## src/bad_pkg.sv

```systemverilog
// Purpose: Shared constants and types of the board address decoder
// Assumes: Byte addresses, 32 decoded bits
// Notes: Window sizes are held as log2 of the byte count
package bad_pkg;

  // ----------------------------------------
  // Widths
  // ----------------------------------------
  localparam int CPU_ADDR_W = 36;
  localparam int DRAM_AW = 28;
  localparam int ROM_AW = 20;

  // ----------------------------------------
  // Onboard region
  // ----------------------------------------
  localparam logic [31:0] ONBOARD_BASE = 32'h0000_0000;
  localparam int ONBOARD_LG = 29;
  localparam logic [31:0] DRAM_BASE = 32'h0000_0000;
  localparam int DRAM_LG = 28;

  // ----------------------------------------
  // CPU windows that forward to PCI, and the bridge register window
  // ----------------------------------------
  localparam logic [31:0] ISA_WIN_BASE = 32'h1000_0000;
  localparam int ISA_WIN_LG = 23;
  localparam logic [31:0] PCI_MEM_FIRST = 32'h1100_0000;
  localparam logic [31:0] PCI_MEM_LAST = 32'h17ff_ffff;
  localparam logic [31:0] PCI_IO_BASE = 32'h1d00_0000;
  localparam int PCI_IO_LG = 24;
  localparam logic [31:0] PCI_CFG_BASE = 32'h1ee0_0000;
  localparam int PCI_CFG_LG = 20;
  localparam int CFG_DEV_LSB = 11;
  localparam int CFG_DEV_W = 4;
  localparam int CFG_IDSEL_LSB = 16;
  localparam int CFG_IDSEL_W = 16;
  localparam logic [31:0] BRIDGE_BASE = 32'h1ef0_0000;
  localparam int BRIDGE_LG = 16;

  // ----------------------------------------
  // Outbound apertures: base, size mask, relocation
  // ----------------------------------------
  localparam logic [31:0] AP_MEM_BASE = 32'h1000_0000;
  localparam logic [31:0] AP_MEM_MASK = 32'hf000_0000;
  localparam logic [31:0] AP_MEM_RELOC = 32'h0000_0000;
  localparam logic [31:0] AP_IO_BASE = 32'h1d00_0000;
  localparam logic [31:0] AP_IO_MASK = 32'hff00_0000;
  localparam logic [31:0] AP_IO_RELOC = 32'h0000_0000;

  // ----------------------------------------
  // Inbound windows onto local memory
  // ----------------------------------------
  localparam logic [31:0] IN_ISA_BASE = 32'h0080_0000;
  localparam logic [31:0] IN_ISA_MASK = 32'hff80_0000;
  localparam logic [31:0] IN_ISA_LOCAL = 32'h0080_0000;
  localparam logic [31:0] IN_ALL_BASE = 32'h8000_0000;
  localparam logic [31:0] IN_ALL_MASK = 32'hf000_0000;
  localparam logic [31:0] IN_ALL_LOCAL = 32'h0000_0000;

  // ----------------------------------------
  // ROM regions
  // ----------------------------------------
  localparam logic [31:0] PROG_BOOT_BASE = 32'h1f80_0000;
  localparam logic [31:0] PROG_SOCK_BASE = 32'h1f90_0000;
  localparam logic [31:0] PROG_FLASH_BASE = 32'h1fa0_0000;
  localparam logic [31:0] BOOT_BASE = 32'h1fc0_0000;
  localparam logic [31:0] SOCK_BASE = 32'h1fd0_0000;
  localparam logic [31:0] FLASH_BASE = 32'h1fe0_0000;
  localparam int ROM512_LG = 19;
  localparam int FLASH_LG = 20;

  // ----------------------------------------
  // Local I/O
  // ----------------------------------------
  localparam int LIO_STRIDE_LG = 2;
  localparam logic [31:0] LED_BASE = 32'h1ff2_0010;
  localparam int LED_CNT = 4;
  localparam logic [31:0] INTC_BASE = 32'h1ff9_0000;
  localparam int INTC_CNT = 9;
  localparam logic [31:0] LOGIC_REV_ADDR = 32'h1ff9_003c;
  localparam logic [31:0] BCFG0_ADDR = 32'h1ffa_0000;
  localparam logic [31:0] BCFG1_ADDR = 32'h1ffb_0000;
  localparam logic [31:0] DRAM_CFG_ADDR = 32'h1ffc_0000;
  localparam logic [31:0] BOARD_REV_ADDR = 32'h1ffd_0000;

  typedef enum logic [1:0] {BAD_SP_MEM, BAD_SP_IO, BAD_SP_CFG} bad_space_t;

endpackage

```

## src/bad_if.sv

```systemverilog
// Purpose: Carriers between the decoder and its window and local I/O blocks
// Assumes: Combinational request and answer
// Notes: None
`timescale 1ns/1ps

interface bad_ap_if;
  logic [31:0] addr;
  logic hit;
  logic [31:0] xlat;
  modport ap (input addr, output hit, output xlat);
  modport dec (output addr, input hit, input xlat);
endinterface

interface bad_lio_if;
  logic [31:0] addr;
  logic [3:0] led;
  logic intc;
  logic [3:0] intc_idx;
  logic logic_rev;
  logic bcfg0;
  logic bcfg1;
  logic dram_cfg;
  logic board_rev;
  modport lio (input addr, output led, intc, intc_idx, logic_rev, bcfg0, bcfg1, dram_cfg, board_rev);
  modport dec (output addr, input led, intc, intc_idx, logic_rev, bcfg0, bcfg1, dram_cfg, board_rev);
endinterface

```

## src/bad_decoder.sv

```systemverilog
// Purpose: Physical address decoder of the board
// Assumes: CPU and PCI inbound requests are single-cycle strobes
// Notes: All selects appear one clock after the strobe
//
// Overview of operation
// - Decode only address bits 31 to 0
// - Reset fetch region always selects ROM
// - Onboard resources live in low 512 MB
// - Lowest 256 MB selects DRAM
// - ISA window forwards to PCI memory
// - 112 MB window to PCI memory, offset
// - 16 MB window to PCI I/O space
// - Config window; device select from high bits
// - 64 KB bridge register select
// - Three byte-writable ROM programming windows
// - Boot region follows boot source jumper
// - Fixed socket EPROM and flash regions
// - Four LED cells, leftmost lowest
// - Interrupt controller and logic revision selects
// - Board config, DRAM config, revision selects
// - Space above 512 MB forwards to PCI
// - Inbound 8 MB identity window to memory
// - Inbound 256 MB window onto memory
// - Apertures: base, mask, relocation; decoder sets space type
`timescale 1ns/1ps

module bad_decoder
  import bad_pkg::*;
(
  input wire logic I_REF_CLK,
  input wire logic I_RESETN,
  input wire logic I_CPU_VALID,
  input wire logic [bad_pkg::CPU_ADDR_W-1:0] I_CPU_ADDR,
  input wire logic I_CPU_WRITE,
  input wire logic I_CPU_UNCACHED,
  input wire logic I_BOOT_SOURCE_JUMPER,
  input wire logic I_PCI_IN_VALID,
  input wire logic [31:0] I_PCI_IN_ADDR,
  output logic O_DRAM_SEL,
  output logic [bad_pkg::DRAM_AW-1:0] O_DRAM_ADDR,
  output logic O_ROM_SOCKET_SEL,
  output logic O_FLASH_SEL,
  output logic O_ROM_WRITE_EN,
  output logic [bad_pkg::ROM_AW-1:0] O_ROM_ADDR,
  output logic O_BRIDGE_REG_SEL,
  output logic [3:0] O_LED_CELL_SEL,
  output logic O_INTC_SEL,
  output logic [3:0] O_INTC_INDEX,
  output logic O_LOGIC_REV_SEL,
  output logic O_BOARD_CFG0_SEL,
  output logic O_BOARD_CFG1_SEL,
  output logic O_DRAM_CFG_SEL,
  output logic O_BOARD_REV_SEL,
  output logic O_PCI_REQ,
  output bad_pkg::bad_space_t O_PCI_SPACE,
  output logic [31:0] O_PCI_ADDR,
  output logic O_PCI_WRITE,
  output logic [bad_pkg::CFG_IDSEL_W-1:0] O_PCI_CONFIG_DEVICE_SELECT,
  output logic O_ISA_SUBTRACTIVE,
  output logic O_CACHED_PCI_ERR,
  output logic O_UNMAPPED,
  output logic O_LMEM_REQ,
  output logic [bad_pkg::DRAM_AW-1:0] O_LMEM_ADDR,
  output logic O_LMEM_ISA_DMA
);

  // ----------------------------------------
  // Helpers
  // ----------------------------------------
  function automatic logic win(input logic [31:0] x, input logic [31:0] base, input int lg);
    win = (x >> lg) == (base >> lg);
  endfunction

  // ----------------------------------------
  // Declarations
  // ----------------------------------------
  logic [31:0] a;
  logic onboard;
  logic hit_dram;
  logic hit_isa;
  logic hit_pmem;
  logic hit_pio;
  logic hit_cfg;
  logic cfg_ok;
  logic hit_brg;
  logic hit_pb;
  logic hit_ps;
  logic hit_pf;
  logic hit_boot;
  logic hit_sock;
  logic hit_flash;
  logic hit_high;
  logic hit_lio;
  logic to_flash;
  logic prog_hit;
  logic pci_fwd;
  logic cached_err;
  logic any_hit;
  logic sel_sock;
  logic sel_flash;
  logic [ROM_AW-1:0] rom_off;
  logic [CFG_DEV_W-1:0] cfg_dev;
  logic [31:0] cfg_addr;
  logic [31:0] pci_addr;
  bad_space_t pci_space;
  logic [DRAM_AW-1:0] lmem_addr;
  logic lmem_hit;
  logic dram_sel_q;
  logic dram_sel_d;
  logic [DRAM_AW-1:0] dram_addr_q;
  logic sock_q;
  logic flash_q;
  logic rom_we_q;
  logic [ROM_AW-1:0] rom_addr_q;
  logic brg_q;
  logic [3:0] led_q;
  logic intc_q;
  logic [3:0] intc_idx_q;
  logic rev_q;
  logic bcfg0_q;
  logic bcfg1_q;
  logic dcfg_q;
  logic brev_q;
  logic pci_req_q;
  logic pci_req_d;
  bad_space_t pci_space_q;
  logic [31:0] pci_addr_q;
  logic pci_we_q;
  logic isa_q;
  logic cerr_q;
  logic unm_q;
  logic lmem_req_q;
  logic [DRAM_AW-1:0] lmem_addr_q;
  logic lmem_isa_q;

  bad_ap_if ap_mem();
  bad_ap_if ap_io();
  bad_ap_if in_isa();
  bad_ap_if in_all();
  bad_lio_if lio();

  // ----------------------------------------
  // Address classification
  // ----------------------------------------
  assign a = I_CPU_ADDR[31:0];
  assign onboard = win(a, ONBOARD_BASE, ONBOARD_LG);
  assign hit_dram = win(a, DRAM_BASE, DRAM_LG);
  assign hit_isa = win(a, ISA_WIN_BASE, ISA_WIN_LG);
  assign hit_pmem = a >= PCI_MEM_FIRST && a <= PCI_MEM_LAST;
  assign hit_pio = win(a, PCI_IO_BASE, PCI_IO_LG);
  assign cfg_ok = a[PCI_CFG_LG-1:CFG_DEV_LSB+CFG_DEV_W] == '0;
  assign hit_cfg = win(a, PCI_CFG_BASE, PCI_CFG_LG) && cfg_ok;
  assign hit_brg = win(a, BRIDGE_BASE, BRIDGE_LG);
  assign hit_pb = win(a, PROG_BOOT_BASE, ROM512_LG);
  assign hit_ps = win(a, PROG_SOCK_BASE, ROM512_LG);
  assign hit_pf = win(a, PROG_FLASH_BASE, FLASH_LG);
  assign hit_boot = win(a, BOOT_BASE, ROM512_LG);
  assign hit_sock = win(a, SOCK_BASE, ROM512_LG);
  assign hit_flash = win(a, FLASH_BASE, FLASH_LG);
  assign hit_high = !onboard;

  // ----------------------------------------
  // Local I/O
  // ----------------------------------------
  assign lio.addr = a;

  bad_lio_decode u_lio (
    .port(lio.lio)
  );

  assign hit_lio = (|lio.led) | lio.intc | lio.logic_rev | lio.bcfg0 | lio.bcfg1 | lio.dram_cfg | lio.board_rev;

  // ----------------------------------------
  // ROM steering
  // ----------------------------------------
  assign to_flash = I_BOOT_SOURCE_JUMPER;
  assign prog_hit = hit_pb | hit_ps | hit_pf;
  assign sel_sock = hit_sock | hit_ps | ((hit_boot | hit_pb) & !to_flash);
  assign sel_flash = hit_flash | hit_pf | ((hit_boot | hit_pb) & to_flash);
  assign rom_off = (hit_flash | hit_pf) ? a[ROM_AW-1:0] : {1'b0, a[ROM512_LG-1:0]};

  // ----------------------------------------
  // Outbound apertures
  // ----------------------------------------
  assign ap_mem.addr = a;
  assign ap_io.addr = a;

  bad_aperture #(
    .BASE(AP_MEM_BASE),
    .MASK(AP_MEM_MASK),
    .RELOC(AP_MEM_RELOC)
  ) u_ap_mem (
    .port(ap_mem.ap)
  );

  bad_aperture #(
    .BASE(AP_IO_BASE),
    .MASK(AP_IO_MASK),
    .RELOC(AP_IO_RELOC)
  ) u_ap_io (
    .port(ap_io.ap)
  );

  // ----------------------------------------
  // Config cycle address
  // ----------------------------------------
  assign cfg_dev = a[CFG_DEV_LSB+CFG_DEV_W-1:CFG_DEV_LSB];
  assign cfg_addr = (32'h0000_0001 << (CFG_IDSEL_LSB + 32'(cfg_dev))) | {21'h0, a[CFG_DEV_LSB-1:0]};

  // ----------------------------------------
  // PCI forwarding
  // ----------------------------------------
  assign pci_fwd = hit_isa | hit_pmem | hit_pio | hit_cfg | hit_high;
  assign cached_err = pci_fwd & !I_CPU_UNCACHED;

  always_comb
  begin
    pci_addr = a;
    pci_space = BAD_SP_MEM;
    if (hit_cfg)
    begin
      pci_addr = cfg_addr;
      pci_space = BAD_SP_CFG;
    end
    else if (hit_pio)
    begin
      pci_addr = ap_io.xlat;
      pci_space = BAD_SP_IO;
    end
    else if (ap_mem.hit && onboard)
    begin
      pci_addr = ap_mem.xlat;
      pci_space = BAD_SP_MEM;
    end
  end

  // ----------------------------------------
  // Unmapped detection
  // ----------------------------------------
  assign any_hit = hit_dram | pci_fwd | hit_brg | prog_hit | hit_boot | hit_sock | hit_flash | hit_lio;
  assign dram_sel_d = I_CPU_VALID & hit_dram;
  assign pci_req_d = I_CPU_VALID & pci_fwd & !cached_err;

  // ----------------------------------------
  // Inbound windows
  // ----------------------------------------
  assign in_isa.addr = I_PCI_IN_ADDR;
  assign in_all.addr = I_PCI_IN_ADDR;

  bad_aperture #(
    .BASE(IN_ISA_BASE),
    .MASK(IN_ISA_MASK),
    .RELOC(IN_ISA_LOCAL)
  ) u_in_isa (
    .port(in_isa.ap)
  );

  bad_aperture #(
    .BASE(IN_ALL_BASE),
    .MASK(IN_ALL_MASK),
    .RELOC(IN_ALL_LOCAL)
  ) u_in_all (
    .port(in_all.ap)
  );

  assign lmem_hit = in_isa.hit | in_all.hit;
  assign lmem_addr = in_isa.hit ? in_isa.xlat[DRAM_AW-1:0] : in_all.xlat[DRAM_AW-1:0];

  // ----------------------------------------
  // Memory, ROM and bridge register selects
  // ----------------------------------------
  always_ff @(posedge I_REF_CLK)
  begin
    if (!I_RESETN)
    begin
      dram_sel_q <= 1'b0;
      sock_q <= 1'b0;
      flash_q <= 1'b0;
      rom_we_q <= 1'b0;
      brg_q <= 1'b0;
    end
    else
    begin
      dram_sel_q <= dram_sel_d;
      sock_q <= I_CPU_VALID & sel_sock;
      flash_q <= I_CPU_VALID & sel_flash;
      rom_we_q <= I_CPU_VALID & I_CPU_WRITE & prog_hit;
      brg_q <= I_CPU_VALID & hit_brg;
    end
  end

  // ----------------------------------------
  // Local I/O selects
  // ----------------------------------------
  always_ff @(posedge I_REF_CLK)
  begin
    if (!I_RESETN)
    begin
      led_q <= 4'h0;
      intc_q <= 1'b0;
      rev_q <= 1'b0;
      bcfg0_q <= 1'b0;
      bcfg1_q <= 1'b0;
      dcfg_q <= 1'b0;
      brev_q <= 1'b0;
    end
    else
    begin
      led_q <= I_CPU_VALID ? lio.led : 4'h0;
      intc_q <= I_CPU_VALID & lio.intc;
      rev_q <= I_CPU_VALID & lio.logic_rev;
      bcfg0_q <= I_CPU_VALID & lio.bcfg0;
      bcfg1_q <= I_CPU_VALID & lio.bcfg1;
      dcfg_q <= I_CPU_VALID & lio.dram_cfg;
      brev_q <= I_CPU_VALID & lio.board_rev;
    end
  end

  // ----------------------------------------
  // PCI request and status
  // ----------------------------------------
  always_ff @(posedge I_REF_CLK)
  begin
    if (!I_RESETN)
    begin
      pci_req_q <= 1'b0;
      isa_q <= 1'b0;
      cerr_q <= 1'b0;
      unm_q <= 1'b0;
    end
    else
    begin
      pci_req_q <= pci_req_d;
      isa_q <= pci_req_d & hit_isa;
      cerr_q <= I_CPU_VALID & cached_err;
      unm_q <= I_CPU_VALID & !any_hit;
    end
  end

  // ----------------------------------------
  // Held address and attribute registers
  // ----------------------------------------
  always_ff @(posedge I_REF_CLK)
  begin
    if (!I_RESETN)
    begin
      dram_addr_q <= '0;
      rom_addr_q <= '0;
      intc_idx_q <= 4'h0;
      pci_addr_q <= 32'h0000_0000;
      pci_space_q <= BAD_SP_MEM;
      pci_we_q <= 1'b0;
    end
    else if (I_CPU_VALID)
    begin
      dram_addr_q <= a[DRAM_AW-1:0];
      rom_addr_q <= rom_off;
      intc_idx_q <= lio.intc_idx;
      pci_addr_q <= pci_addr;
      pci_space_q <= pci_space;
      pci_we_q <= I_CPU_WRITE;
    end
  end

  // ----------------------------------------
  // Inbound request
  // ----------------------------------------
  always_ff @(posedge I_REF_CLK)
  begin
    if (!I_RESETN)
    begin
      lmem_req_q <= 1'b0;
      lmem_isa_q <= 1'b0;
      lmem_addr_q <= '0;
    end
    else
    begin
      lmem_req_q <= I_PCI_IN_VALID & lmem_hit;
      lmem_isa_q <= I_PCI_IN_VALID & in_isa.hit;
      if (I_PCI_IN_VALID)
      begin
        lmem_addr_q <= lmem_addr;
      end
    end
  end

  // ----------------------------------------
  // Outputs
  // ----------------------------------------
  assign O_DRAM_SEL = dram_sel_q;
  assign O_DRAM_ADDR = dram_addr_q;
  assign O_ROM_SOCKET_SEL = sock_q;
  assign O_FLASH_SEL = flash_q;
  assign O_ROM_WRITE_EN = rom_we_q;
  assign O_ROM_ADDR = rom_addr_q;
  assign O_BRIDGE_REG_SEL = brg_q;
  assign O_LED_CELL_SEL = led_q;
  assign O_INTC_SEL = intc_q;
  assign O_INTC_INDEX = intc_idx_q;
  assign O_LOGIC_REV_SEL = rev_q;
  assign O_BOARD_CFG0_SEL = bcfg0_q;
  assign O_BOARD_CFG1_SEL = bcfg1_q;
  assign O_DRAM_CFG_SEL = dcfg_q;
  assign O_BOARD_REV_SEL = brev_q;
  assign O_PCI_REQ = pci_req_q;
  assign O_PCI_SPACE = pci_space_q;
  assign O_PCI_ADDR = pci_addr_q;
  assign O_PCI_WRITE = pci_we_q;
  assign O_PCI_CONFIG_DEVICE_SELECT = pci_addr_q[CFG_IDSEL_LSB+CFG_IDSEL_W-1:CFG_IDSEL_LSB];
  assign O_ISA_SUBTRACTIVE = isa_q;
  assign O_CACHED_PCI_ERR = cerr_q;
  assign O_UNMAPPED = unm_q;
  assign O_LMEM_REQ = lmem_req_q;
  assign O_LMEM_ADDR = lmem_addr_q;
  assign O_LMEM_ISA_DMA = lmem_isa_q;

endmodule

```

## src/bad_aperture.sv

```systemverilog
// Purpose: Masked window match with base relocation
// Assumes: Mask has ones over the compared high bits
// Notes: Used for outbound apertures and inbound windows
`timescale 1ns/1ps

module bad_aperture #(
  parameter logic [31:0] BASE = 32'h0000_0000,
  parameter logic [31:0] MASK = 32'hffff_0000,
  parameter logic [31:0] RELOC = 32'h0000_0000
) (
  bad_ap_if.ap port
);

  // ----------------------------------------
  // Match and relocate
  // ----------------------------------------
  assign port.hit = ((port.addr ^ BASE) & MASK) == 32'h0000_0000;
  assign port.xlat = (RELOC & MASK) | (port.addr & ~MASK);

endmodule

```

## src/bad_lio_decode.sv

```systemverilog
// Purpose: Local I/O register selects
// Assumes: One register per word
// Notes: Combinational
`timescale 1ns/1ps

module bad_lio_decode
  import bad_pkg::*;
(
  bad_lio_if.lio port
);

  logic [31:0] led_off;
  logic [31:0] intc_off;

  // ----------------------------------------
  // Offsets from each bank base
  // ----------------------------------------
  assign led_off = port.addr - LED_BASE;
  assign intc_off = port.addr - INTC_BASE;

  // ----------------------------------------
  // Selects
  // ----------------------------------------
  always_comb
  begin
    port.led = 4'h0;
    if (led_off < 32'(LED_CNT << LIO_STRIDE_LG) && led_off[LIO_STRIDE_LG-1:0] == '0)
    begin
      port.led[led_off[LIO_STRIDE_LG+1:LIO_STRIDE_LG]] = 1'b1;
    end
  end

  assign port.intc = intc_off < 32'(INTC_CNT << LIO_STRIDE_LG) && intc_off[LIO_STRIDE_LG-1:0] == '0;
  assign port.intc_idx = intc_off[LIO_STRIDE_LG+3:LIO_STRIDE_LG];
  assign port.logic_rev = port.addr == LOGIC_REV_ADDR;
  assign port.bcfg0 = port.addr == BCFG0_ADDR;
  assign port.bcfg1 = port.addr == BCFG1_ADDR;
  assign port.dram_cfg = port.addr == DRAM_CFG_ADDR;
  assign port.board_rev = port.addr == BOARD_REV_ADDR;

endmodule

```

## config.mk

```make
export PLATFORM = sky130hd
export DESIGN_NAME = bad_decoder
export DESIGN_NICKNAME = d
export VERILOG_FILES = /design/src/bad_pkg.sv /design/src/bad_if.sv /design/src/bad_decoder.sv /design/src/bad_aperture.sv /design/src/bad_lio_decode.sv
export SDC_FILE = /design/constraint.sdc
export NUM_CORES = 1
export LEC_CHECK = 0
export ABC_CLOCK_PERIOD_IN_PS = 3360
export BUFFER_PORTS_ARGS = -buffer_cell sky130_fd_sc_hd__buf_4
export CORE_ASPECT_RATIO = 0.8
export CORE_MARGIN = 2
export CORE_UTILIZATION = 53
export DETAILED_ROUTE_END_ITERATION = 8
export GPL_TIMING_DRIVEN = 0
export MAX_ROUTING_LAYER = met4
export PLACE_DENSITY = 0.82
export SETUP_SLACK_MARGIN = 0.15
export SLEW_MARGIN = 5
export SYNTH_ARGS = -nofsm -noshare
export SYNTH_HDL_FRONTEND = slang
export SYNTH_HIERARCHICAL = 1
export SYNTH_SLANG_ARGS = --single-unit
```

## constraint.sdc

```tcl
create_clock -name I_REF_CLK -period 3.36 [get_ports I_REF_CLK]
set_input_delay 0.504 -clock I_REF_CLK [delete_from_list [all_inputs] [get_ports I_REF_CLK]]
set_output_delay 0.504 -clock I_REF_CLK [all_outputs]
set_load 0.005 [all_outputs]
```

==> results.py, run 1 <==
metrics = {
    "detailed_routing": {
        "dr.first_iter.drc_count": 602,
        "drt-wirelength-per-cell_microns": 17.50,
        "post_drt_via_cell_ratio": 5.389,
        "overall_via_count_from_detail_route": 6655,
        "drt.antenna.violating_nets": 0,
        "totalWireLength_mm": 21.61,
        "drcViolationCount": 0,
        "drt-pass1-iter-count": 6,
    },
    "grt": {
        "antenna_found_initial": 0,
        "first_global_vias": 6032,
        "globalRoute.totalOverflow": 0,
        "largest_net_degree_at_the_start_of_global_routing": 17,
        "total_grt_usage_pct": 29.99,
        "global_route_wire_length_before_repair_mm": 32.71,
    },
    "sta": {
        "finClkSkew_ns": 0,
        "max_frequency_mhz": 322.0,
        "max-slew-margin-rel_pct": 36.38,
        "tightestPinTransition_ns": 0.9410,
        "final.period_utilization_pct": 92.44,
        "hold_ws_ns": 0.2873,
        "drv_slew": 0,
        "final_period_minus_worst_setup_slack_ns": 3.106,
        "hold_viol": 0,
        "final.setup.tns_ns": 0,
        "setup-violations-final": 0,
        "rsz0062_at_grt": "false",
    },
    "die": {
        "floorplan.rows": 38,
        "initial_core_util_pct": 53.74,
        "design.portCount": 227,
        "fp.dieArea_sq_um": 14550,
        "core_area_sq_um": 13410,
        "die_y_microns": 108.3,
        "die_width_microns": 134.4,
    },
    "critical_path": {
        "worstPathCellList": "buf_4 > or4_4 > or3_4 > o41ai_4 > o2111ai_1 > nor4_2 > nor4b_1 > nor4_1 > and3_1 > and4_1",
        "critical_path_class": "in2reg",
        "reg2reg_setup_slack_ns": 2.60,
        "setup.worst_path.end_class": "flop",
        "timing.critical_path.slowest_cell_delay_ns": 0.58,
        "critical_path_arrival_ns": 3.41,
        "cp_data_required_time_ns": 3.66,
        "crit_path_top_delay_cell": "sky130_fd_sc_hd__or4_4",
        "timing.critical_path.from_type": "primary input",
        "path_max_fanout": 10,
    },
    "clock_network": {
        "clk_pin_slew_worst_paths_ns": 0.06,
        "ctsHtreeMaxLevel": 4,
        "post-cts-setup-buffers": 0,
        "cts_inserted_buffers": 17,
        "clock_sinks": 117,
        "clkLatencyLatePin_ns": 0.41,
        "cts_buffer_depth": 2,
        "cts_tree": "done",
        "root_buffer": "sky130_fd_sc_hd__clkbuf_16",
    },
    "cells_and_area": {
        "final_net_count": 1118,
        "layout-area-overhead-vs-synth_pct": 32.94,
        "stdcell_area_sq_um": 9579,
        "insertedDiodeCount": 0,
        "layout-drive-gt1-share_pct": 40.19,
    },
    "power_and_ir_drop": {
        "power_leakage_nw": 4.509,
        "vdd.ir_drop.worst_v": 0.0003474,
        "pwr_density_cell_nw_per_um2": 425.4,
        "design_power_total_mw": 4.075,
    },
    "placement": {
        "dp.final_hpwl_mm": 15.54,
        "count_of_input_and_output_buffers": 197,
        "globalplace.congestion": 0.9686,
        "dpl_cell_area_sq_um": 8959,
    },
    "outcome": {
        "status": "complete, no violations",
    },
    "synth": {
        "netlist_instances": 815,
        "ys.warnings.count": 6,
        "netlist_area_sq_um": 7206,
        "synth_area_per_cell_sq_um": 8.841,
    },
    "job": {
        "timing.max_cap.violations": 0,
    },
    "hold_path": {
        "worst_hold_path_type": "in2reg",
    },
}
-- registers in the layout (all words and copies together), names as in the netlist, 2 cells and up --
register        cells
O_DRAM_ADDR        28
O_PCI_ADDR         32
O_INTC_INDEX        4
O_LED_CELL_SEL      4
O_PCI_SPACE         2
O_LMEM_ADDR        28
-- worst paths after layout --
kind,start,to,depth (start not counted)
worst max register to register,O_PCI_ADDR[22],O_PCI_ADDR[22],1
worst min-delay path,I_BOOT_SOURCE_JUMPER,O_ROM_SOCKET_SEL,2
worst min register to register,O_PCI_SPACE[0],O_PCI_SPACE[0],2
worst max-delay path,I_CPU_ADDR[13],O_UNMAPPED,10
-- repair_timing --
item,in CTS,in global routing
gates resized for setup,0,3
setup endpoints to repair,0,1
hold buffers,0,0
-- critical path, delay by kind of cell --
| kind | cells | cell delay [ns] |
|---|---|---|
| simple gates | 7 | 2.19 |
| buf+inv | 1 | 0.16 |
| compound gates | 2 | 0.53 |
-- cells in the final DEF (no fill, tap or decap), types with 17 or more instances in the layout --
| master | count |
|---|---|
| sky130_fd_sc_hd__conb_1 | 17 |
| sky130_fd_sc_hd__clkbuf_1 | 25 |
| sky130_fd_sc_hd__mux2i_1 | 87 |
| sky130_fd_sc_hd__o211a_1 | 29 |
| sky130_fd_sc_hd__nor2_1 | 34 |
| sky130_fd_sc_hd__o21ai_0 | 19 |
| sky130_fd_sc_hd__dfxtp_1 | 117 |
| sky130_fd_sc_hd__buf_4 | 357 |
| sky130_fd_sc_hd__a31oi_1 | 17 |
| sky130_fd_sc_hd__nand2_1 | 77 |
| sky130_fd_sc_hd__clkbuf_16 | 17 |
| sky130_fd_sc_hd__o211ai_1 | 21 |
| sky130_fd_sc_hd__nor2b_1 | 37 |
-- power breakdown --
| group | switching [mW] | internal (mW) |
|---|---|---|
| clock | 0.685 | 1.20 |
| combinational | 0.299 | 0.379 |
| sequential | 0.0489 | 1.46 |
| total | 1.03 | 3.04 |
-- metal layers --
layer | GRT usage, % | wire length (microns) | share of wire (%) | up-vias
met1 | 39.99 | 9828 | 45 | 3163
met4 | 8.496 | 341 | 1.6 | 0
met3 | 5.720 | 1428 | 6.6 | 29
li1 | - | - | - | 3193
met2 | 46.68 | 10010 | 46 | 270
met5 | - | 0 | 0 | -
-- metrics by stage --
step | setup slack [ns] | instances | util (%)
2_1_floorplan | 0.2823 | 828 | -
3_3_place_gp | -0.2709 | 1205 | 66.82
3_5_place_dp | -0.2588 | 1205 | 66.82
4_1_cts | 0.1716 | 1236 | 71.34
5_1_grt | 0.1990 | 1235 | 71.44
6_report | 0.2539 | 1235 | 71.44
-- cell type report --
class | instances | area [sq um]
clock buffer | 19 | 452.9
buffer | 204 | 1396
tap | 180 | 225.2
clock inverter | 12 | 153.9
sequential | 117 | 2342
fill | 1085 | 3829
timing repair buffer | 197 | 1479
inverter | 9 | 33.78
multi-input combinational | 497 | 3496
Note: power is estimated with default switching activity, not from simulation.
==> run 2: changes to the inputs <==
--- a/config.mk
+++ b/config.mk
@@ -5,16 +5,17 @@
 export SDC_FILE = /design/constraint.sdc
 export NUM_CORES = 1
 export LEC_CHECK = 0
-export ABC_CLOCK_PERIOD_IN_PS = 3360
+export ABC_CLOCK_PERIOD_IN_PS = 2700
 export BUFFER_PORTS_ARGS = -buffer_cell sky130_fd_sc_hd__buf_4
 export CORE_ASPECT_RATIO = 0.8
 export CORE_MARGIN = 2
-export CORE_UTILIZATION = 53
+export CORE_UTILIZATION = 47
 export DETAILED_ROUTE_END_ITERATION = 8
 export GPL_TIMING_DRIVEN = 0
 export MAX_ROUTING_LAYER = met4
-export PLACE_DENSITY = 0.82
+export PLACE_DENSITY = 0.77
 export SETUP_SLACK_MARGIN = 0.15
+export SKIP_LAST_GASP = 1
 export SLEW_MARGIN = 5
 export SYNTH_ARGS = -nofsm -noshare
 export SYNTH_HDL_FRONTEND = slang
==> constraint.sdc (replaced) <==
create_clock -name I_REF_CLK -period 2.7 [get_ports I_REF_CLK]
set_input_delay 0.405 -clock I_REF_CLK [delete_from_list [all_inputs] [get_ports I_REF_CLK]]
set_output_delay 0.405 -clock I_REF_CLK [all_outputs]
set_load 0.005 [all_outputs]
==> run 2 against run 1 <==
Effect of this change: the flow now finishes with violations (setup timing); core utilization is 5.5 points lower; die area is 12% higher; final cell count is 1.9% higher; clock skew stayed put; combinational power is 29% higher; count of clock-buffer cells in the layout is 3 higher; critical endpoint unchanged; largest cell class unchanged.
==> results.py, run 2 (synthesized netlist as in run 1, its figures left out) <==
metrics = {
    "outcome": {
        "status": "finished, violations left",
        "failed_checks": "setup timing",
    },
    "grt": {
        "largest_net_degree_at_the_start_of_global_routing": 17,
        "globalRoute.totalOverflow": 0,
        "global_route_wire_length_before_repair_mm": 32.86,
        "total_grt_usage_pct": 26.70,
        "antenna_found_initial": 0,
        "first_global_vias": 6211,
    },
    "critical_path": {
        "cp_data_required_time_ns": 3.05,
        "setup.worst_path.end_class": "flop",
        "timing.critical_path.from_type": "primary input",
        "critical_path_arrival_ns": 3.16,
        "path_max_fanout": 12,
        "critical_path_class": "in2reg",
        "rr_worst_depth": 1,
    },
    "sta": {
        "setup_slack_ns": -0.1045,
        "final.setup.tns_ns": -0.1045,
        "max_frequency_mhz": 356.6,
        "rsz0062_at_grt": "true",
        "finClkSkew_ns": 0,
        "max-slew-margin-rel_pct": 32.56,
        "drv_slew": 0,
        "tightestPinTransition_ns": 0.9975,
        "final.period_utilization_pct": 103.9,
        "setup-violations-final": 1,
        "hold_ws_ns": 0.1856,
        "final_period_minus_worst_setup_slack_ns": 2.805,
        "hold_viol": 0,
    },
    "detailed_routing": {
        "drt-pass1-iter-count": 6,
        "drt.antenna.violating_nets": 0,
        "dr.first_iter.drc_count": 588,
        "totalWireLength_mm": 21.51,
        "drt-wirelength-per-cell_microns": 17.10,
        "drcViolationCount": 0,
        "post_drt_via_cell_ratio": 5.328,
        "overall_via_count_from_detail_route": 6702,
    },
    "die": {
        "fp.dieArea_sq_um": 16340,
        "core_area_sq_um": 15010,
        "die_y_microns": 114.7,
        "design.portCount": 227,
        "die_width_microns": 142.4,
        "floorplan.rows": 40,
        "initial_core_util_pct": 47.99,
    },
    "clock_network": {
        "clk_pin_slew_worst_paths_ns": 0.06,
        "clock_sinks": 117,
        "cts_inserted_buffers": 17,
        "cts_tree": "done",
        "clkLatencyLatePin_ns": 0.41,
        "cts_stage_hold_buffer_count": 0,
        "cts_buffer_depth": 2,
        "root_buffer": "sky130_fd_sc_hd__clkbuf_16",
        "ctsHtreeMaxLevel": 4,
    },
    "cells_and_area": {
        "layout.cells.most_common_list": "sky130_fd_sc_hd__buf_4 (362), sky130_fd_sc_hd__dfxtp_1 (117), sky130_fd_sc_hd__mux2i_1 (87)",
        "final_net_count": 1132,
        "layout.area.seq_sq_um": 2342,
        "final-instance-count-excl-fill": 1258,
        "postLayoutCoreUtil_pct": 65.91,
        "insertedDiodeCount": 0,
        "largest_register_ff_count": 32,
        "layout-area-overhead-vs-synth_pct": 37.33,
        "num-fill-cells": 1263,
        "mostFrequentLayoutCell": "sky130_fd_sc_hd__buf_4",
        "multi_input_area_sq_um": 3621,
        "layout-drive-gt1-share_pct": 41.91,
        "stdcell_area_sq_um": 9896,
    },
    "hold_path": {
        "worst_hold_path_type": "in2reg",
        "hold_path_depth": 2,
    },
    "placement": {
        "dp.final_hpwl_mm": 15.55,
        "count_of_input_and_output_buffers": 197,
        "dpl_cell_area_sq_um": 9000,
        "placedCellCount": 1214,
        "dpl_worst_slack_ns": -0.6498,
        "globalplace.congestion": 0.9622,
    },
    "power_and_ir_drop": {
        "pwr_density_cell_nw_per_um2": 519.7,
        "vdd.ir_drop.worst_v": 0.0004063,
        "design_power_total_mw": 5.143,
        "power_leakage_nw": 4.647,
    },
    "job": {
        "timing.max_cap.violations": 0,
    },
}
run 2: cell types whose count changed in the layout (fill, tap and decap cells not counted), sizes merged:
cell	before	now
inv	10	9
clkinv	5	3
clkinvlp	3	2
bufinv	3	4
buf	376	389
clkbuf	44	48
run 2: timing repair:
item / CTS / global route
resized for setup: 24 / 6
setup buffers: 7 / 6
pin swaps: 11 / 11
hold endpoints to repair: 0 / 0
endpoints found under the setup margin: 2 / 1
run 2: final cells by class:
type	instances	share of cell area, %
buffer	205	14.25
clock buffer	22	4.792
clock inverter	9	1.517
inverter	9	0.3414
multi-input combinational	497	36.59
sequential	117	23.67
tap	189	2.390
timing repair buffer	210	16.45
run 2: worst max-delay path, stage by stage:
cell and delay (ns):
sky130_fd_sc_hd__buf_6 0.13, sky130_fd_sc_hd__nand2b_4 0.16, sky130_fd_sc_hd__or3_4 0.39, sky130_fd_sc_hd__or4b_4 0.49, sky130_fd_sc_hd__a22oi_2 0.24, sky130_fd_sc_hd__nor4_4 0.09, sky130_fd_sc_hd__and4bb_1 0.21, sky130_fd_sc_hd__or4_1 0.46
sky130_fd_sc_hd__nor3_1 0.15, sky130_fd_sc_hd__and3_1 0.18, sky130_fd_sc_hd__and4_1 0.23
run 2: layer usage:
| layer | global-route usage, % | part of all wire, % | up-vias |
|---|---|---|---|
| li1 | - | - | 3217 |
| met1 | 35.38 | 44 | 3145 |
| met2 | 41.51 | 46 | 298 |
| met3 | 6.122 | 7.5 | 42 |
| met4 | 6.799 | 1.9 | 0 |
| met5 | - | 0 | - |
run 2: path summary, 6_finish.rpt:
check | startpoint | endpoint | slack [ns]
setup / recovery | I_CPU_ADDR[18] | O_UNMAPPED | -0.10
hold / removal | I_BOOT_SOURCE_JUMPER | O_ROM_SOCKET_SEL | 0.19
setup reg to reg | O_PCI_ADDR[16] | O_PCI_ADDR[16] | 1.93
hold reg to reg | O_PCI_SPACE[0] | O_PCI_SPACE[0] | 0.45
run 2: report_power, final:
part / leakage (nW) / internal, mW / switching (mW)
Clock: 0.302 / 1.61 / 0.784
Sequential: 0.964 / 1.82 / 0.0597
Combinational: 3.38 / 0.492 / 0.380
Total: 4.65 / 3.92 / 1.22
